<file path="config.mk">
export PLATFORM = sky130hd
export DESIGN_NAME = loop_output_burst_multidrop
export DESIGN_NICKNAME = d
export VERILOG_FILES = /design/src/core/lobm_pkg.sv /design/src/core/loop_output_burst_multidrop.sv
export SDC_FILE = /design/constraint.sdc
export NUM_CORES = 1
export LEC_CHECK = 0
export BUFFER_PORTS_ARGS = -buffer_cell sky130_fd_sc_hd__buf_2
export CAP_MARGIN = 25
export CORE_AREA = 2 2 204 206
export DETAILED_ROUTE_END_ITERATION = 7
export DIE_AREA = 0 0 206 208
export PLACE_DENSITY_LB_ADDON = 0.3
export SYNTH_ARGS = -nofsm -noshare
export SYNTH_HDL_FRONTEND = slang
export SYNTH_SLANG_ARGS = --single-unit
</file>
<file path="constraint.sdc">
create_clock -name aclk -period 8.8 [get_ports aclk]
set_input_delay 1.32 -clock aclk [delete_from_list [all_inputs] [get_ports aclk]]
set_output_delay 1.32 -clock aclk [all_outputs]
set_load 0.03 [all_outputs]
</file>
<file path="src/core/lobm_pkg.sv">
// package: register map, field positions, codes and timing for the
// loop output, burst and multidrop controller.
// assumes a 50 MHz aclk and currents coded in microamps.
package lobm_pkg;

  // register byte offsets
  localparam logic [7:0] OFS_CTRL   = 8'h00;
  localparam logic [7:0] OFS_POLL   = 8'h04;
  localparam logic [7:0] OFS_CUSTOM = 8'h08;
  localparam logic [7:0] OFS_ALM_LO = 8'h0C;
  localparam logic [7:0] OFS_ALM_HI = 8'h10;
  localparam logic [7:0] OFS_SIM    = 8'h14;
  localparam logic [7:0] OFS_TRIG   = 8'h18;
  localparam logic [7:0] OFS_STAT   = 8'h1C;

  // control field positions
  localparam int C_REV7  = 0;
  localparam int C_LTEST = 1;
  localparam int C_LSRC  = 2;
  localparam int C_SIM   = 4;
  localparam int C_SSEL  = 5;
  localparam int C_BURST = 7;
  localparam int C_CONT  = 8;
  localparam int C_TRIG  = 11;

  // status field positions
  localparam int S_MDROP = 0;
  localparam int S_CFGE  = 1;
  localparam int S_ADRE  = 2;
  localparam int S_SIMON = 3;
  localparam int S_BUSY  = 4;

  // reset values
  localparam logic [31:0] CTRL_RST   = 32'h0000_0000;
  localparam logic [5:0]  POLL_RST   = 6'h00;
  localparam logic [31:0] ALM_LO_RST = 32'h0F3C_0EA6;
  localparam logic [31:0] ALM_HI_RST = 32'h5140_54F6;

  // currents in microamps
  localparam logic [15:0] MA_LOW  = 16'h0FA0;
  localparam logic [15:0] MA_HIGH = 16'h4E20;
  localparam logic [16:0] MA_SEP  = 17'h00064;

  // poll address limit for protocol revision 5
  localparam logic [5:0] ADDR_MAX5 = 6'h0F;

  localparam logic [1:0] RESP_OK  = 2'h0;
  localparam logic [1:0] RESP_ERR = 2'h2;

  // loop test sources, simulated variables, burst content and triggers
  localparam logic [1:0] LT_LOW    = 2'h0;
  localparam logic [1:0] LT_HIGH   = 2'h1;
  localparam logic [1:0] LT_CUSTOM = 2'h2;
  localparam logic [1:0] LT_ALARM  = 2'h3;
  localparam logic [1:0] SV_PRES   = 2'h0;
  localparam logic [1:0] SV_TEMP   = 2'h1;
  localparam logic [1:0] SV_SCALED = 2'h2;
  localparam logic [2:0] CONT_PVST = 3'h5;
  localparam logic [2:0] CONT_MAX  = 3'h5;
  localparam logic [2:0] TRIG_CONT = 3'h0;
  localparam logic [2:0] TRIG_RISE = 3'h1;
  localparam logic [2:0] TRIG_FALL = 3'h2;
  localparam logic [2:0] TRIG_WIN  = 3'h3;
  localparam logic [2:0] TRIG_CHG  = 3'h4;

  // idle gap after each burst message
  localparam int CLK_PERIOD_NS = 20;
  localparam int GAP_NS        = 20000;
  localparam logic [15:0] GAP_CYC =
    16'((GAP_NS + CLK_PERIOD_NS - 1) / CLK_PERIOD_NS);

  typedef enum logic [1:0] {
    TX_IDLE = 2'b00,
    TX_SEND = 2'b01,
    TX_GAP  = 2'b10
  } tx_state_t;

  typedef struct packed {
    logic [7:0]  awaddr;
    logic        awvalid;
    logic [31:0] wdata;
    logic [3:0]  wstrb;
    logic        wvalid;
    logic        bready;
    logic [7:0]  araddr;
    logic        arvalid;
    logic        rready;
  } lite_req_t;

  typedef struct packed {
    logic        awready;
    logic        wready;
    logic        bvalid;
    logic [1:0]  bresp;
    logic        arready;
    logic        rvalid;
    logic [31:0] rdata;
    logic [1:0]  rresp;
  } lite_rsp_t;

  typedef struct packed {
    logic [15:0] loop_ua;
    logic [15:0] pressure;
    logic [15:0] temp;
    logic [15:0] scaled;
    logic        fault;
    logic        alarm_up;
  } meas_t;

  typedef struct packed {
    logic [15:0] pressure;
    logic [15:0] temp;
    logic [15:0] scaled;
  } dyn_t;

  typedef struct packed {
    logic       valid;
    logic       burst;
    logic [2:0] content;
  } tx_t;

endpackage

</file>
<file path="src/core/loop_output_burst_multidrop.sv">
// loop output override, variable simulation, burst scheduling and
// poll address handling for a two-wire field transmitter.
// assumes measurement inputs and link strobes are synchronous to aclk.
//
// What this block does
// - loop test forces output to 4 mA, 20 mA or custom current
// - loop test can also force the configured alarm current
// - simulation substitutes a fixed value for pressure, temperature or scaled
// - leaving simulation restores the live value with no further command
// - simulation is refused unless revision 7 operation is selected
// - burst messages carry only dynamic data; other access unchanged
// - while bursting, addressed polls still get ordinary replies
// - each burst is followed by an idle gap for master requests
// - burst may cut non-dynamic reply throughput by half at most
// - burst content selectable; status-with-variables can be set only in revision 7, but is kept on leaving it
// - revision 7 triggers: continuous, rising, falling, windowed, change
// - poll address resets to zero; address zero tracks primary variable
// - multidrop when address is 1..15 (rev 5) or 1..63 (rev 7)
// - multidrop parks the analog output at 4 mA outside loop test
// - multidrop drops the switch-selected alarm current
// - answer only requests carrying our own poll address
// - multidrop saturation and alarm leave the analog output alone
// - alarm and saturation must be 0.1 mA apart, else refused
`timescale 1ns/10ps
module loop_output_burst_multidrop
  import lobm_pkg::*;
(
  // clock and reset
  input  wire logic      aclk,
  input  wire logic      aresetn,
  // register bus
  input  wire lite_req_t axi_req,
  output      lite_rsp_t axi_rsp,
  // live measurement
  input  wire meas_t     meas,
  // link requests
  input  wire logic      rx_valid,
  input  wire logic [5:0] rx_addr,
  input  wire logic      tx_ready,
  // link and loop outputs
  output      tx_t       tx,
  output      logic [15:0] loop_ua,
  output      dyn_t      dyn,
  output      logic      multidrop
);

  typedef struct packed {
    lite_rsp_t   rsp;
    logic [7:0]  waddr;
    logic [31:0] wdata;
    logic [3:0]  wstrb;
    logic [31:0] ctrl;
    logic [5:0]  poll;
    logic [15:0] custom;
    logic [31:0] alm_lo;
    logic [31:0] alm_hi;
    logic [15:0] sim_val;
    logic [15:0] trig;
    logic        cfg_err;
    logic        addr_err;
    logic [15:0] loop_ua;
    logic        multidrop;
    dyn_t        dyn;
    tx_state_t   st;
    tx_t         tx;
    logic [15:0] gap;
    logic        rx_pend;
    logic        last_burst;
    logic [15:0] last_primary;
  } st_t;

  st_t q;
  st_t n;

  function automatic logic [31:0] merge(input logic [31:0] o,
                                        input logic [31:0] d,
                                        input logic [3:0]  s);
    logic [31:0] r;
    r = o;
    for (int i = 0; i < 4; i++) begin
      if (s[i]) begin
        r[8*i +: 8] = d[8*i +: 8];
      end
    end
    return r;
  endfunction

  logic        rev7;
  logic        sim_on;
  logic [1:0]  lsrc;
  logic [2:0]  trig_sel;
  logic [15:0] primary_variable;
  logic [15:0] diff;
  logic [15:0] alarm_ua;
  logic        trig_hit;
  logic        burst_due;

  assign rev7     = q.ctrl[C_REV7];
  assign sim_on   = q.ctrl[C_SIM] && rev7;
  assign lsrc     = q.ctrl[C_LSRC +: 2];
  assign trig_sel = q.ctrl[C_TRIG +: 3];
  assign primary_variable = q.dyn.pressure;
  assign diff     = (primary_variable > q.last_primary) ?
                    primary_variable - q.last_primary :
                    q.last_primary - primary_variable;
  // the switch picks which alarm is driven outside multidrop
  assign alarm_ua = meas.alarm_up ? q.alm_hi[15:0] : q.alm_lo[15:0];

  // revision 5 bursts only ever run continuously
  always_comb begin
    trig_hit = 1'b1;
    if (rev7) begin
      case (trig_sel)
        TRIG_CONT: trig_hit = 1'b1;
        TRIG_RISE: trig_hit = primary_variable > q.trig;
        TRIG_FALL: trig_hit = primary_variable < q.trig;
        TRIG_WIN:  trig_hit = diff > q.trig;
        TRIG_CHG:  trig_hit = primary_variable != q.last_primary;
        default:   trig_hit = 1'b1;
      endcase
    end
  end
  assign burst_due = q.ctrl[C_BURST] && trig_hit;

  always_comb begin
    logic [31:0] v;
    n = q;
    v = merge(q.ctrl, q.wdata, q.wstrb);
    // write channel: address and data are taken in either order
    if (axi_req.awvalid && q.rsp.awready) begin
      n.waddr = axi_req.awaddr;
      n.rsp.awready = 1'b0;
    end
    if (axi_req.wvalid && q.rsp.wready) begin
      n.wdata = axi_req.wdata;
      n.wstrb = axi_req.wstrb;
      n.rsp.wready = 1'b0;
    end
    if (!q.rsp.awready && !q.rsp.wready && !q.rsp.bvalid) begin
      n.rsp.bvalid = 1'b1;
      n.rsp.bresp  = RESP_OK;
      case (q.waddr)
        OFS_CTRL: begin
          // leaving revision 7 with a high address would strand it
          if (!v[C_REV7] && q.poll > ADDR_MAX5) begin
            v[C_REV7] = 1'b1;
            n.addr_err = 1'b1;
          end
          if (!v[C_REV7]) begin
            v[C_SIM] = 1'b0;
          end
          if ((!v[C_REV7] && v[C_CONT +: 3] == CONT_PVST) ||
              v[C_CONT +: 3] > CONT_MAX) begin
            v[C_CONT +: 3] = q.ctrl[C_CONT +: 3];
          end
          n.ctrl = v;
        end
        OFS_POLL: begin
          v = merge({26'h0, q.poll}, q.wdata, q.wstrb);
          if (v[31:6] != 26'h0 || (!rev7 && v[5:0] > ADDR_MAX5)) begin
            n.addr_err = 1'b1;
          end else begin
            n.poll = v[5:0];
          end
        end
        OFS_CUSTOM: n.custom = 16'(merge({16'h0, q.custom}, q.wdata,
                                         q.wstrb));
        OFS_ALM_LO: begin
          v = merge(q.alm_lo, q.wdata, q.wstrb);
          if ({1'b0, v[15:0]} + MA_SEP > {1'b0, v[31:16]}) begin
            n.cfg_err = 1'b1;
          end else begin
            n.alm_lo = v;
          end
        end
        OFS_ALM_HI: begin
          v = merge(q.alm_hi, q.wdata, q.wstrb);
          if ({1'b0, v[31:16]} + MA_SEP > {1'b0, v[15:0]}) begin
            n.cfg_err = 1'b1;
          end else begin
            n.alm_hi = v;
          end
        end
        OFS_SIM:  n.sim_val = 16'(merge({16'h0, q.sim_val}, q.wdata,
                                        q.wstrb));
        OFS_TRIG: n.trig = 16'(merge({16'h0, q.trig}, q.wdata, q.wstrb));
        OFS_STAT: begin
          if (q.wstrb[0] && q.wdata[S_CFGE]) begin
            n.cfg_err = 1'b0;
          end
          if (q.wstrb[0] && q.wdata[S_ADRE]) begin
            n.addr_err = 1'b0;
          end
        end
        default: n.rsp.bresp = RESP_ERR;
      endcase
    end
    if (q.rsp.bvalid && axi_req.bready) begin
      n.rsp.bvalid  = 1'b0;
      n.rsp.awready = 1'b1;
      n.rsp.wready  = 1'b1;
    end
    // read channel
    if (axi_req.arvalid && q.rsp.arready) begin
      n.rsp.arready = 1'b0;
      n.rsp.rvalid  = 1'b1;
      n.rsp.rresp   = RESP_OK;
      case (axi_req.araddr)
        OFS_CTRL:   n.rsp.rdata = q.ctrl;
        OFS_POLL:   n.rsp.rdata = {26'h0, q.poll};
        OFS_CUSTOM: n.rsp.rdata = {16'h0, q.custom};
        OFS_ALM_LO: n.rsp.rdata = q.alm_lo;
        OFS_ALM_HI: n.rsp.rdata = q.alm_hi;
        OFS_SIM:    n.rsp.rdata = {16'h0, q.sim_val};
        OFS_TRIG:   n.rsp.rdata = {16'h0, q.trig};
        OFS_STAT:   n.rsp.rdata = {27'h0, q.st != TX_IDLE, sim_on,
                                   q.addr_err, q.cfg_err, q.multidrop};
        default: begin
          n.rsp.rdata = 32'h0000_0000;
          n.rsp.rresp = RESP_ERR;
        end
      endcase
    end
    if (q.rsp.rvalid && axi_req.rready) begin
      n.rsp.rvalid  = 1'b0;
      n.rsp.arready = 1'b1;
    end

    // address zero is point-to-point; any other legal address multidrops
    n.multidrop = q.poll != POLL_RST;
    // test override first; it ends the cycle its bit drops
    if (q.ctrl[C_LTEST]) begin
      case (lsrc)
        LT_LOW:    n.loop_ua = MA_LOW;
        LT_HIGH:   n.loop_ua = MA_HIGH;
        LT_CUSTOM: n.loop_ua = q.custom;
        LT_ALARM:  n.loop_ua = alarm_ua;
        default:   n.loop_ua = MA_LOW;
      endcase
    end else if (q.multidrop) begin
      n.loop_ua = MA_LOW;
    end else if (meas.fault) begin
      n.loop_ua = alarm_ua;
    end else if (meas.loop_ua < q.alm_lo[31:16]) begin
      n.loop_ua = q.alm_lo[31:16];
    end else if (meas.loop_ua > q.alm_hi[31:16]) begin
      n.loop_ua = q.alm_hi[31:16];
    end else begin
      n.loop_ua = meas.loop_ua;
    end

    // substitution stops the cycle simulation is switched off
    n.dyn.pressure = (sim_on && q.ctrl[C_SSEL +: 2] == SV_PRES) ?
                     q.sim_val : meas.pressure;
    n.dyn.temp     = (sim_on && q.ctrl[C_SSEL +: 2] == SV_TEMP) ?
                     q.sim_val : meas.temp;
    n.dyn.scaled   = (sim_on && q.ctrl[C_SSEL +: 2] == SV_SCALED) ?
                     q.sim_val : meas.scaled;

    // link scheduler: replies and bursts alternate when both wait
    case (q.st)
      TX_IDLE: begin
        if (q.rx_pend && (!burst_due || q.last_burst)) begin
          n.tx.valid   = 1'b1;
          n.tx.burst   = 1'b0;
          n.rx_pend    = 1'b0;
          n.last_burst = 1'b0;
          n.st         = TX_SEND;
        end else if (burst_due) begin
          n.tx.valid   = 1'b1;
          n.tx.burst   = 1'b1;
          n.tx.content = q.ctrl[C_CONT +: 3];
          n.last_primary = primary_variable;
          n.last_burst = 1'b1;
          n.st         = TX_SEND;
        end
      end
      TX_SEND: begin
        if (tx_ready) begin
          n.tx.valid = 1'b0;
          n.gap      = GAP_CYC - 16'h0001;
          n.st       = q.tx.burst ? TX_GAP : TX_IDLE;
        end
      end
      TX_GAP: begin
        if (q.gap == 16'h0000) begin
          n.st = TX_IDLE;
        end else begin
          n.gap = q.gap - 16'h0001;
        end
      end
      default: n.st = TX_IDLE;
    endcase
    // a request landing as the previous one is taken is kept
    if (rx_valid && rx_addr == q.poll) begin
      n.rx_pend = 1'b1;
    end
  end

  always_ff @(posedge aclk) begin
    if (!aresetn) begin
      q             <= '0;
      q.rsp.awready <= 1'b1;
      q.rsp.wready  <= 1'b1;
      q.rsp.arready <= 1'b1;
      q.ctrl        <= CTRL_RST;
      q.poll        <= POLL_RST;
      q.alm_lo      <= ALM_LO_RST;
      q.alm_hi      <= ALM_HI_RST;
      q.loop_ua     <= MA_LOW;
      q.st          <= TX_IDLE;
    end else begin
      q <= n;
    end
  end

  // readies stand high from reset so the first request is taken at once
  assign axi_rsp   = q.rsp;
  assign tx        = q.tx;
  assign loop_ua   = q.loop_ua;
  assign dyn       = q.dyn;
  assign multidrop = q.multidrop;
endmodule

</file>
==> results of run 1 <==
layout make-up:
type	count	area [um2]
diodes	1	2.50
clock buffers	54	1150
clock inverters	15	251
fillers	3842	18300
inverters	113	432
multi-input cells	1789	11400
flip-flops and latches	340	6810
well taps	532	666
repair buffers	269	1470
registers in the layout (all words and copies together) (netlist names), named ones only:
signal	cells
dyn	32
tx	5
lsrc	2
q	225
axi_rsp	39
multidrop	1
loop_ua	16
primary_variable	16
power groups by stage:
stage,registers [uW],clock network (uW),logic [uW]
6_report,1620,1780,471
5_1_grt,1620,1850,515
4_1_cts,1620,1790,460
3_5_place_dp,1650,0,457
3_3_place_gp,1650,0,449
2_1_floorplan,1620,0,359
routing by layer:
metal	global-route usage (%)	share of wire [%]	up-vias
met5	0	0.016	-
met4	8.89	2.7	2
met3	6.17	9.2	133
met2	47.0	44	850
met1	44.0	44	9006
li1	-	-	8814
final timing paths:
check,end,depth (start not counted),start,slack [ps]
worst max-delay path,q[12],21,primary_variable[0],3160
worst min-delay path,q[251],2,q[251],460
worst max register to register,q[12],21,primary_variable[0],3160
worst min register to register,q[251],2,q[251],460
logic make-up after synthesis:
family                     synth area share [%]
AOI/OAI and AO/OA                          20.7
xor gates and xnor gates                   2.44
adders and majority gates                  8.23
other                                    0.0187
DFF                                        33.9
and+or+nand+nor                            17.8
buffers and inverters                      9.50
muxes                                      7.47
cells in the mapped netlist, drive strengths merged (10+ instances only):
master / instances / area [um2]
nand2: 387 / 1450
dfxtp: 340 / 6810
a21oi: 285 / 1430
nor2: 184 / 693
mux2i: 144 / 1450
buf: 136 / 975
clkbuf: 135 / 509
ha: 129 / 1610
inv: 113 / 424
o21ai: 70 / 358
nand3: 57 / 285
a22oi: 48 / 360
nor3: 44 / 230
o211ai: 40 / 320
nand4: 31 / 194
xor2: 29 / 254
a21o: 28 / 210
xnor2: 27 / 236
a211oi: 25 / 188
o21a: 19 / 150
a31oi: 18 / 113
a222oi: 17 / 170
nor2b: 17 / 106
a21boi: 15 / 113
nand2b: 11 / 68.8
o221ai: 11 / 96.3
nand3b: 10 / 75.1
or3: 10 / 67.6
metrics by stage:
stage,power (uW),utilization [%],instance area [um2],hold WS [ps],setup slack [ps]
finish,3860,54.8,22200,457,3160
global route,3980,54.8,22200,471,2770
CTS,3870,54.6,22200,455,2790
detailed placement,2110,51.2,20800,446,2830
global placement,2100,51.1,20700,442,2970
floorplan,1980,-,20100,435,3970
critical path, cell delays in order, from the launching register on:
cell and delay, ps:
sky130_fd_sc_hd__dfxtp_1 340, sky130_fd_sc_hd__inv_1 90, sky130_fd_sc_hd__ha_1 160, sky130_fd_sc_hd__inv_1 50
sky130_fd_sc_hd__fa_1 400, sky130_fd_sc_hd__a21oi_1 250, sky130_fd_sc_hd__o211ai_1 190, sky130_fd_sc_hd__o41ai_1 670
sky130_fd_sc_hd__o22ai_1 210, sky130_fd_sc_hd__o21ai_2 410, sky130_fd_sc_hd__buf_8 220, sky130_fd_sc_hd__mux2i_1 220
sky130_fd_sc_hd__xor2_1 100, sky130_fd_sc_hd__ha_1 280, sky130_fd_sc_hd__nand2_1 50, sky130_fd_sc_hd__or3_1 380
sky130_fd_sc_hd__o311ai_0 450, sky130_fd_sc_hd__a21oi_1 90, sky130_fd_sc_hd__and4b_1 400, sky130_fd_sc_hd__a21oi_2 80
sky130_fd_sc_hd__buf_4 270, sky130_fd_sc_hd__mux2i_1 160
==> implementation parameters, run 1 <==
Parameter                              Value

CTS
  Number of buffers added by the clock tree synthesis step ... 38
  Clock tree from TritonCTS ... built
  Post-CTS Setup Inserts ... 0
  Resize count post-CTS ... 0
  Maximum level of the CTS H-tree ... 2
  Clock latency at the later pin of the worst-skew pair ... about 580 ps
  Number of buffers inserted by hold repair at cts ... 0
  Sinks on Clock Net ... 340
  Deepest clock path buffer count ... 3
  Clk pin slew, worst setup/hold paths ... around 70 ps
  Library cell used as clock root buffer ... sky130_fd_sc_hd__clkbuf_16

Cells and area
  Most common cell after layout, fill and taps aside ... sky130_fd_sc_hd__nand2_1
  Layout-stage area growth over the synthesis result ... 10.5%
  Post-layout instance count excluding filler cells ... between 3000 and 4000
  Number of nets at the end of the flow ... between 2000 and 3000
  Share of layout cells above drive strength 1 ... 14.7%
  Top library cells by usage in the layout, fill and taps aside ... sky130_fd_sc_hd__nand2_1, sky130_fd_sc_hd__dfxtp_1, sky130_fd_sc_hd__a21oi_1, sky130_fd_sc_hd__buf_2, sky130_fd_sc_hd__nor2_1

Timing
  Setup clock skew after layout ... 26.4 ps
  Final setup viols ... 0
  Sum Neg Setup Slack ... 0 ps
  Share of the clock period used by the worst path after layout ... between 60 and 70%
  Highest clock frequency the design can meet ... ~180 MHz
  Number of slew-limit violations in the final report ... 0
  Final-report hold violation count ... 0
  Final Critical Period ... 5640 ps
  Relative slew slack ... between 30% and 40%
  RSZ-0062 raised after global routing ... no
  Actual transition at the worst max-transition pin ... 1040 ps

Logic synthesis
  Distinct cell type count of the synthesized netlist ... a little over 80
  Area of the mapped netlist ... between 0.02 and 0.025 mm2
  Post-synth EDFFs ... 0
  Synthesized flop and latch total ... 340
  Part of the Yosys area used for sequential elements ... between 30 and 40%
  Post-synthesis instance total ... 2512
  Proportion of register bits with asynchronous set or reset after synthesis ... 0%
  Average cell area after synthesis ... roughly 8 um2
  Count of warnings emitted by yosys ... 0
  Post-synth top flop ... sky130_fd_sc_hd__dfxtp_1

Placed design
  Total of buffers placed on input and output ports ... 241
  Placer congestion estimate ... just under 1
  Total placed cells including tap cells ... between 3000 and 4000
  Final HPWL from detailed placement ... 50600 um

Global routing
  Total grt overflow ... 0
  Total track usage ... a little under a third
  Global-route wire length before repair ... about 100000 um
  Maximum number of pins on one net before global-route repair ... between 100 and 150
  Number of antenna violations at the first check in global routing ... 3
  Via count of the first global-routing pass ... about 17000

Worst setup path
  Endpoint arrival time on the critical path ... ~6000 ps
  Crit path launch type ... flop
  Worst-path maximum fanout ... 19
  Capturing element type of the critical path ... flop
  Class of the most critical setup path ... flop to flop
  Data required time of the critical path ... 9230 ps

Die
  Overall die area ... between 0.04 and 0.05 mm2
  Die extent in y ... approximately 210 um
  Die boundary width ... 206 um
  Standard-cell row count ... 74
  Number of primary I/O pins ... about 240
  CORE AREA ... 0.0406 mm2
  Starting Density ... 49.5%

Drt
  Average wire per cell in the routed design ... between 20 and 25 um
  Total detailed-routing wirelength ... 68000 um
  Residual DRC ... 1
  First-pass iteration count of the detailed router ... 8
  Antenna violation net count after detailed routing ... 0
  Initial DRC Count ... between 2000 and 2500
  Via count ... roughly 19000
  Vias per inst ... 6.04

Outcome
  Result of the run ... finished with violations
  Failing checks ... DRC

Power and ir drop
  Fraction of power spent switching nets ... around a quarter
  Leakage power ... approximately 0.0092 uW
  Combinational group share of total power ... between 10% and 20%
  Clock power share ... 46.0%
  Worst IR Drop VDD ... ~140 uV
  Net switching power of the design ... 1030 uW
  Power density over the cells ... ~170 mW/mm2
  Sequential share of power ... a little over two fifths
  Internal cell power ... about 2800 uW

Hold path
  Kind of path behind the tightest hold check ... flop to flop

Run
  Max-cap viol count ... 0
Note: power is estimated with default switching activity, not from simulation.
==> inputs of run 2 (changes only) <==
- ABC_AREA: unset -> 1
- clock period: 8.8 -> 5.5 ns (I/O delays scaled with it)
==> implementation parameters, run 2 <==
Parameter                              Value

CTS
  Sinks on Clock Net ... between 300 and 400
  Clock tree from TritonCTS ... built
  Number of buffers inserted by hold repair at cts ... 0
  Clock latency at the later pin of the worst-skew pair ... ~570 ps
  Deepest clock path buffer count ... 3
  Number of buffers added by the clock tree synthesis step ... 40
  Resize count post-CTS ... 0
  Library cell used as clock root buffer ... sky130_fd_sc_hd__clkbuf_16
  Post-CTS Setup Inserts ... 0
  Maximum level of the CTS H-tree ... 2
  Clk pin slew, worst setup/hold paths ... around 60 ps

Worst setup path
  Capturing element type of the critical path ... flop
  Startpoint of the most critical setup path ... q[260]
  Worst Reg-to-Reg Cells ... 27
  Reg2Reg Launch Point ... q[260]
  Class of the most critical setup path ... flop to flop
  Endpoint arrival time on the critical path ... between 5000 and 6000 ps
  Data required time of the critical path ... ~6000 ps
  Crit path launch type ... flop
  Worst-path maximum fanout ... between 40 and 50
  Cell mode on critical path ... sky130_fd_sc_hd__nand2_1
  Endpoint of the lowest-slack register-to-register path ... q[159]
  Worst stage delay on the critical path ... 710 ps
  Flop-to-flop setup slack ... around 950 ps
  Capture point of the critical path ... q[159]
  Slowest cell on crit path ... sky130_fd_sc_hd__dfxtp_1

Run
  Max-cap viol count ... 0

Die
  Standard-cell row count ... between 70 and 80
  Die extent in y ... between 200 and 250 um
  Starting Density ... ~50%
  Number of primary I/O pins ... 244
  Die boundary width ... ~210 um
  CORE AREA ... approximately 0.041 mm2
  Overall die area ... ~0.043 mm2

Logic synthesis
  Synth area leader ... sky130_fd_sc_hd__dfxtp_1
  Count of warnings emitted by yosys ... 0
  Most used standard cell by instance count after synthesis ... sky130_fd_sc_hd__nand2_1
  Post-synth top flop ... sky130_fd_sc_hd__dfxtp_1
  Distinct cell type count of the synthesized netlist ... between 50 and 60
  Average cell area after synthesis ... approximately 6.8 um2
  Leading cell types by count after synthesis ... sky130_fd_sc_hd__nand2_1, sky130_fd_sc_hd__inv_1, sky130_fd_sc_hd__dfxtp_1
  Area of the mapped netlist ... 0.0202 mm2
  Part of the Yosys area used for sequential elements ... between 30% and 40%
  Post-synth EDFFs ... 0
  Proportion of register bits with asynchronous set or reset after synthesis ... 0%
  Share of the synthesized area in the top cell type ... 33.7%
  Cell types occupying the most area after synthesis ... sky130_fd_sc_hd__dfxtp_1, sky130_fd_sc_hd__nand2_1, sky130_fd_sc_hd__a21oi_1
  Synthesized flop and latch total ... 340
  Post-synthesis instance total ... between 2000 and 3000

Timing
  Relative slew slack ... between 20% and 30%
  Final Critical Period ... 4550 ps
  Highest clock frequency the design can meet ... around 220 MHz
  Share of the clock period used by the worst path after layout ... approximately 83%
  Worst hold slack ... 453 ps
  Worst path setup slack after routing ... between 900 and 1000 ps
  Setup clock skew after layout ... approximately 21 ps
  Sum Neg Setup Slack ... 0 ps
  Final-report hold violation count ... 0
  Number of slew-limit violations in the final report ... 0
  Actual transition at the worst max-transition pin ... ~1100 ps
  Final setup viols ... 0
  RSZ-0062 raised after global routing ... no

Global routing
  Global-route wire length before repair ... about 110000 um
  Via count of the first global-routing pass ... 19000
  Number of antenna violations at the first check in global routing ... 3
  Total track usage ... roughly 32%
  Maximum number of pins on one net before global-route repair ... between 150 and 200
  Total grt overflow ... 0

Cells and area
  Top library cells by usage in the layout, fill and taps aside ... sky130_fd_sc_hd__nand2_1, sky130_fd_sc_hd__inv_1, sky130_fd_sc_hd__dfxtp_1, sky130_fd_sc_hd__a21oi_1, sky130_fd_sc_hd__nor2_1
  Most common cell after layout, fill and taps aside ... sky130_fd_sc_hd__nand2_1
  Post-layout instance area ... 0.0222 mm2
  Layout-stage area growth over the synthesis result ... 10.1%
  Top reg by flops ... q
  Share of layout cells above drive strength 1 ... ~12%
  Flip-flop count of the largest register after layout ... 225
  Number of nets at the end of the flow ... roughly 3300

Drt
  Vias per inst ... 5.71
  Residual DRC ... 8
  Total detailed-routing wirelength ... 71300 um
  First-pass iteration count of the detailed router ... 8
  Antenna violation net count after detailed routing ... 0
  Via count ... 20500
  Average wire per cell in the routed design ... 19.8 um
  Initial DRC Count ... 2238

Outcome
  Failing checks ... DRC
  Result of the run ... finished with violations

Power and ir drop
  Combinational group share of total power ... roughly 15%
  Fraction of power spent switching nets ... a little under 30%
  Power density over the cells ... 280 mW/mm2
  Sequential share of power ... between 40% and 50%
  Internal cell power ... 4410 uW
  Clock power share ... ~43%
  Net switching power of the design ... around 1800 uW
  Leakage power ... 0.0107 uW
  Worst IR Drop VDD ... 243 uV

Hold path
  Kind of path behind the tightest hold check ... flop to flop

Placed design
  Cell Area, Placed ... between 0.02 and 0.025 mm2
  Total of buffers placed on input and output ports ... between 200 and 250
  Setup slack at placement ... 1120 ps
  Placer congestion estimate ... 1.05
  Final HPWL from detailed placement ... between 50000 and 60000 um
## run 2: critical path: cells and delay by family (launching register included)
kind	cells	cell delay, ps
and+or+nand+nor	17	1660
buffers and inverters	5	920
DFF	1	710
adders and majority gates	2	530
AOI/OAI and AO/OA	2	500
xor gates and xnor gates	1	150
## run 2: per-stage QoR
step	cells	utilization, %	total power (uW)
6_report	3594	54.8	6230
2_1_floorplan	2957	-	3290
4_1_cts	3592	54.8	6220
3_3_place_gp	3522	51.6	3550
5_1_grt	3594	54.8	6450
3_5_place_dp	3522	51.6	3560
## run 2: cell families (layout without fill, tap and decap cells)
family                     after synthesis  after routing  synth area share [%]
and+or+nand+nor                       1016           1016                  20.4
AOI/OAI and AO/OA                      812            812                  22.1
buffers and inverters                  616            719                  13.9
DFF                                    340            340                  33.7
adders and majority gates              131            131                  8.19
xor gates and xnor gates                40             40                  1.74
other                                    1              4                0.0186
## run 2: worst min-delay path by stage
stage	start	end	slack, ps	cells after the start
detailed placement	q[242]	q[242]	450	2
CTS	q[242]	q[242]	450	2
global placement	q[250]	q[250]	440	2
global route	q[242]	q[242]	480	2
finish	q[242]	q[242]	450	2
floorplan	q[241]	q[241]	420	2
## run 2: per-layer routing
layer / share of wire, % / global-route usage (%) / vias up
met5: 0.018 / 0 / -
met4: 4.4 / 12.4 / 2
met3: 11 / 6.75 / 217
met2: 44 / 50.5 / 1086
met1: 41 / 44.1 / 9471
li1: - / - / 9750
## run 2: power by group through the flow
stage	Sequential, uW	Combinational, uW	Clock [uW]
final	2590	938	2690
after detailed placement	2650	917	0
after global placement	2640	903	0
after floorplan	2620	679	0
after global routing	2600	1050	2810
after CTS	2590	924	2700
## run 2: final cells by class
cell class | instances | area (um2)
fill | 3940 | 18300
multi-input combinational | 2001 | 10600
sequential | 340 | 6810
inverter | 386 | 1450
timing repair buffer | 263 | 1390
clock buffer | 57 | 1180
tap | 532 | 666
clock inverter | 13 | 130
antenna | 2 | 5.00
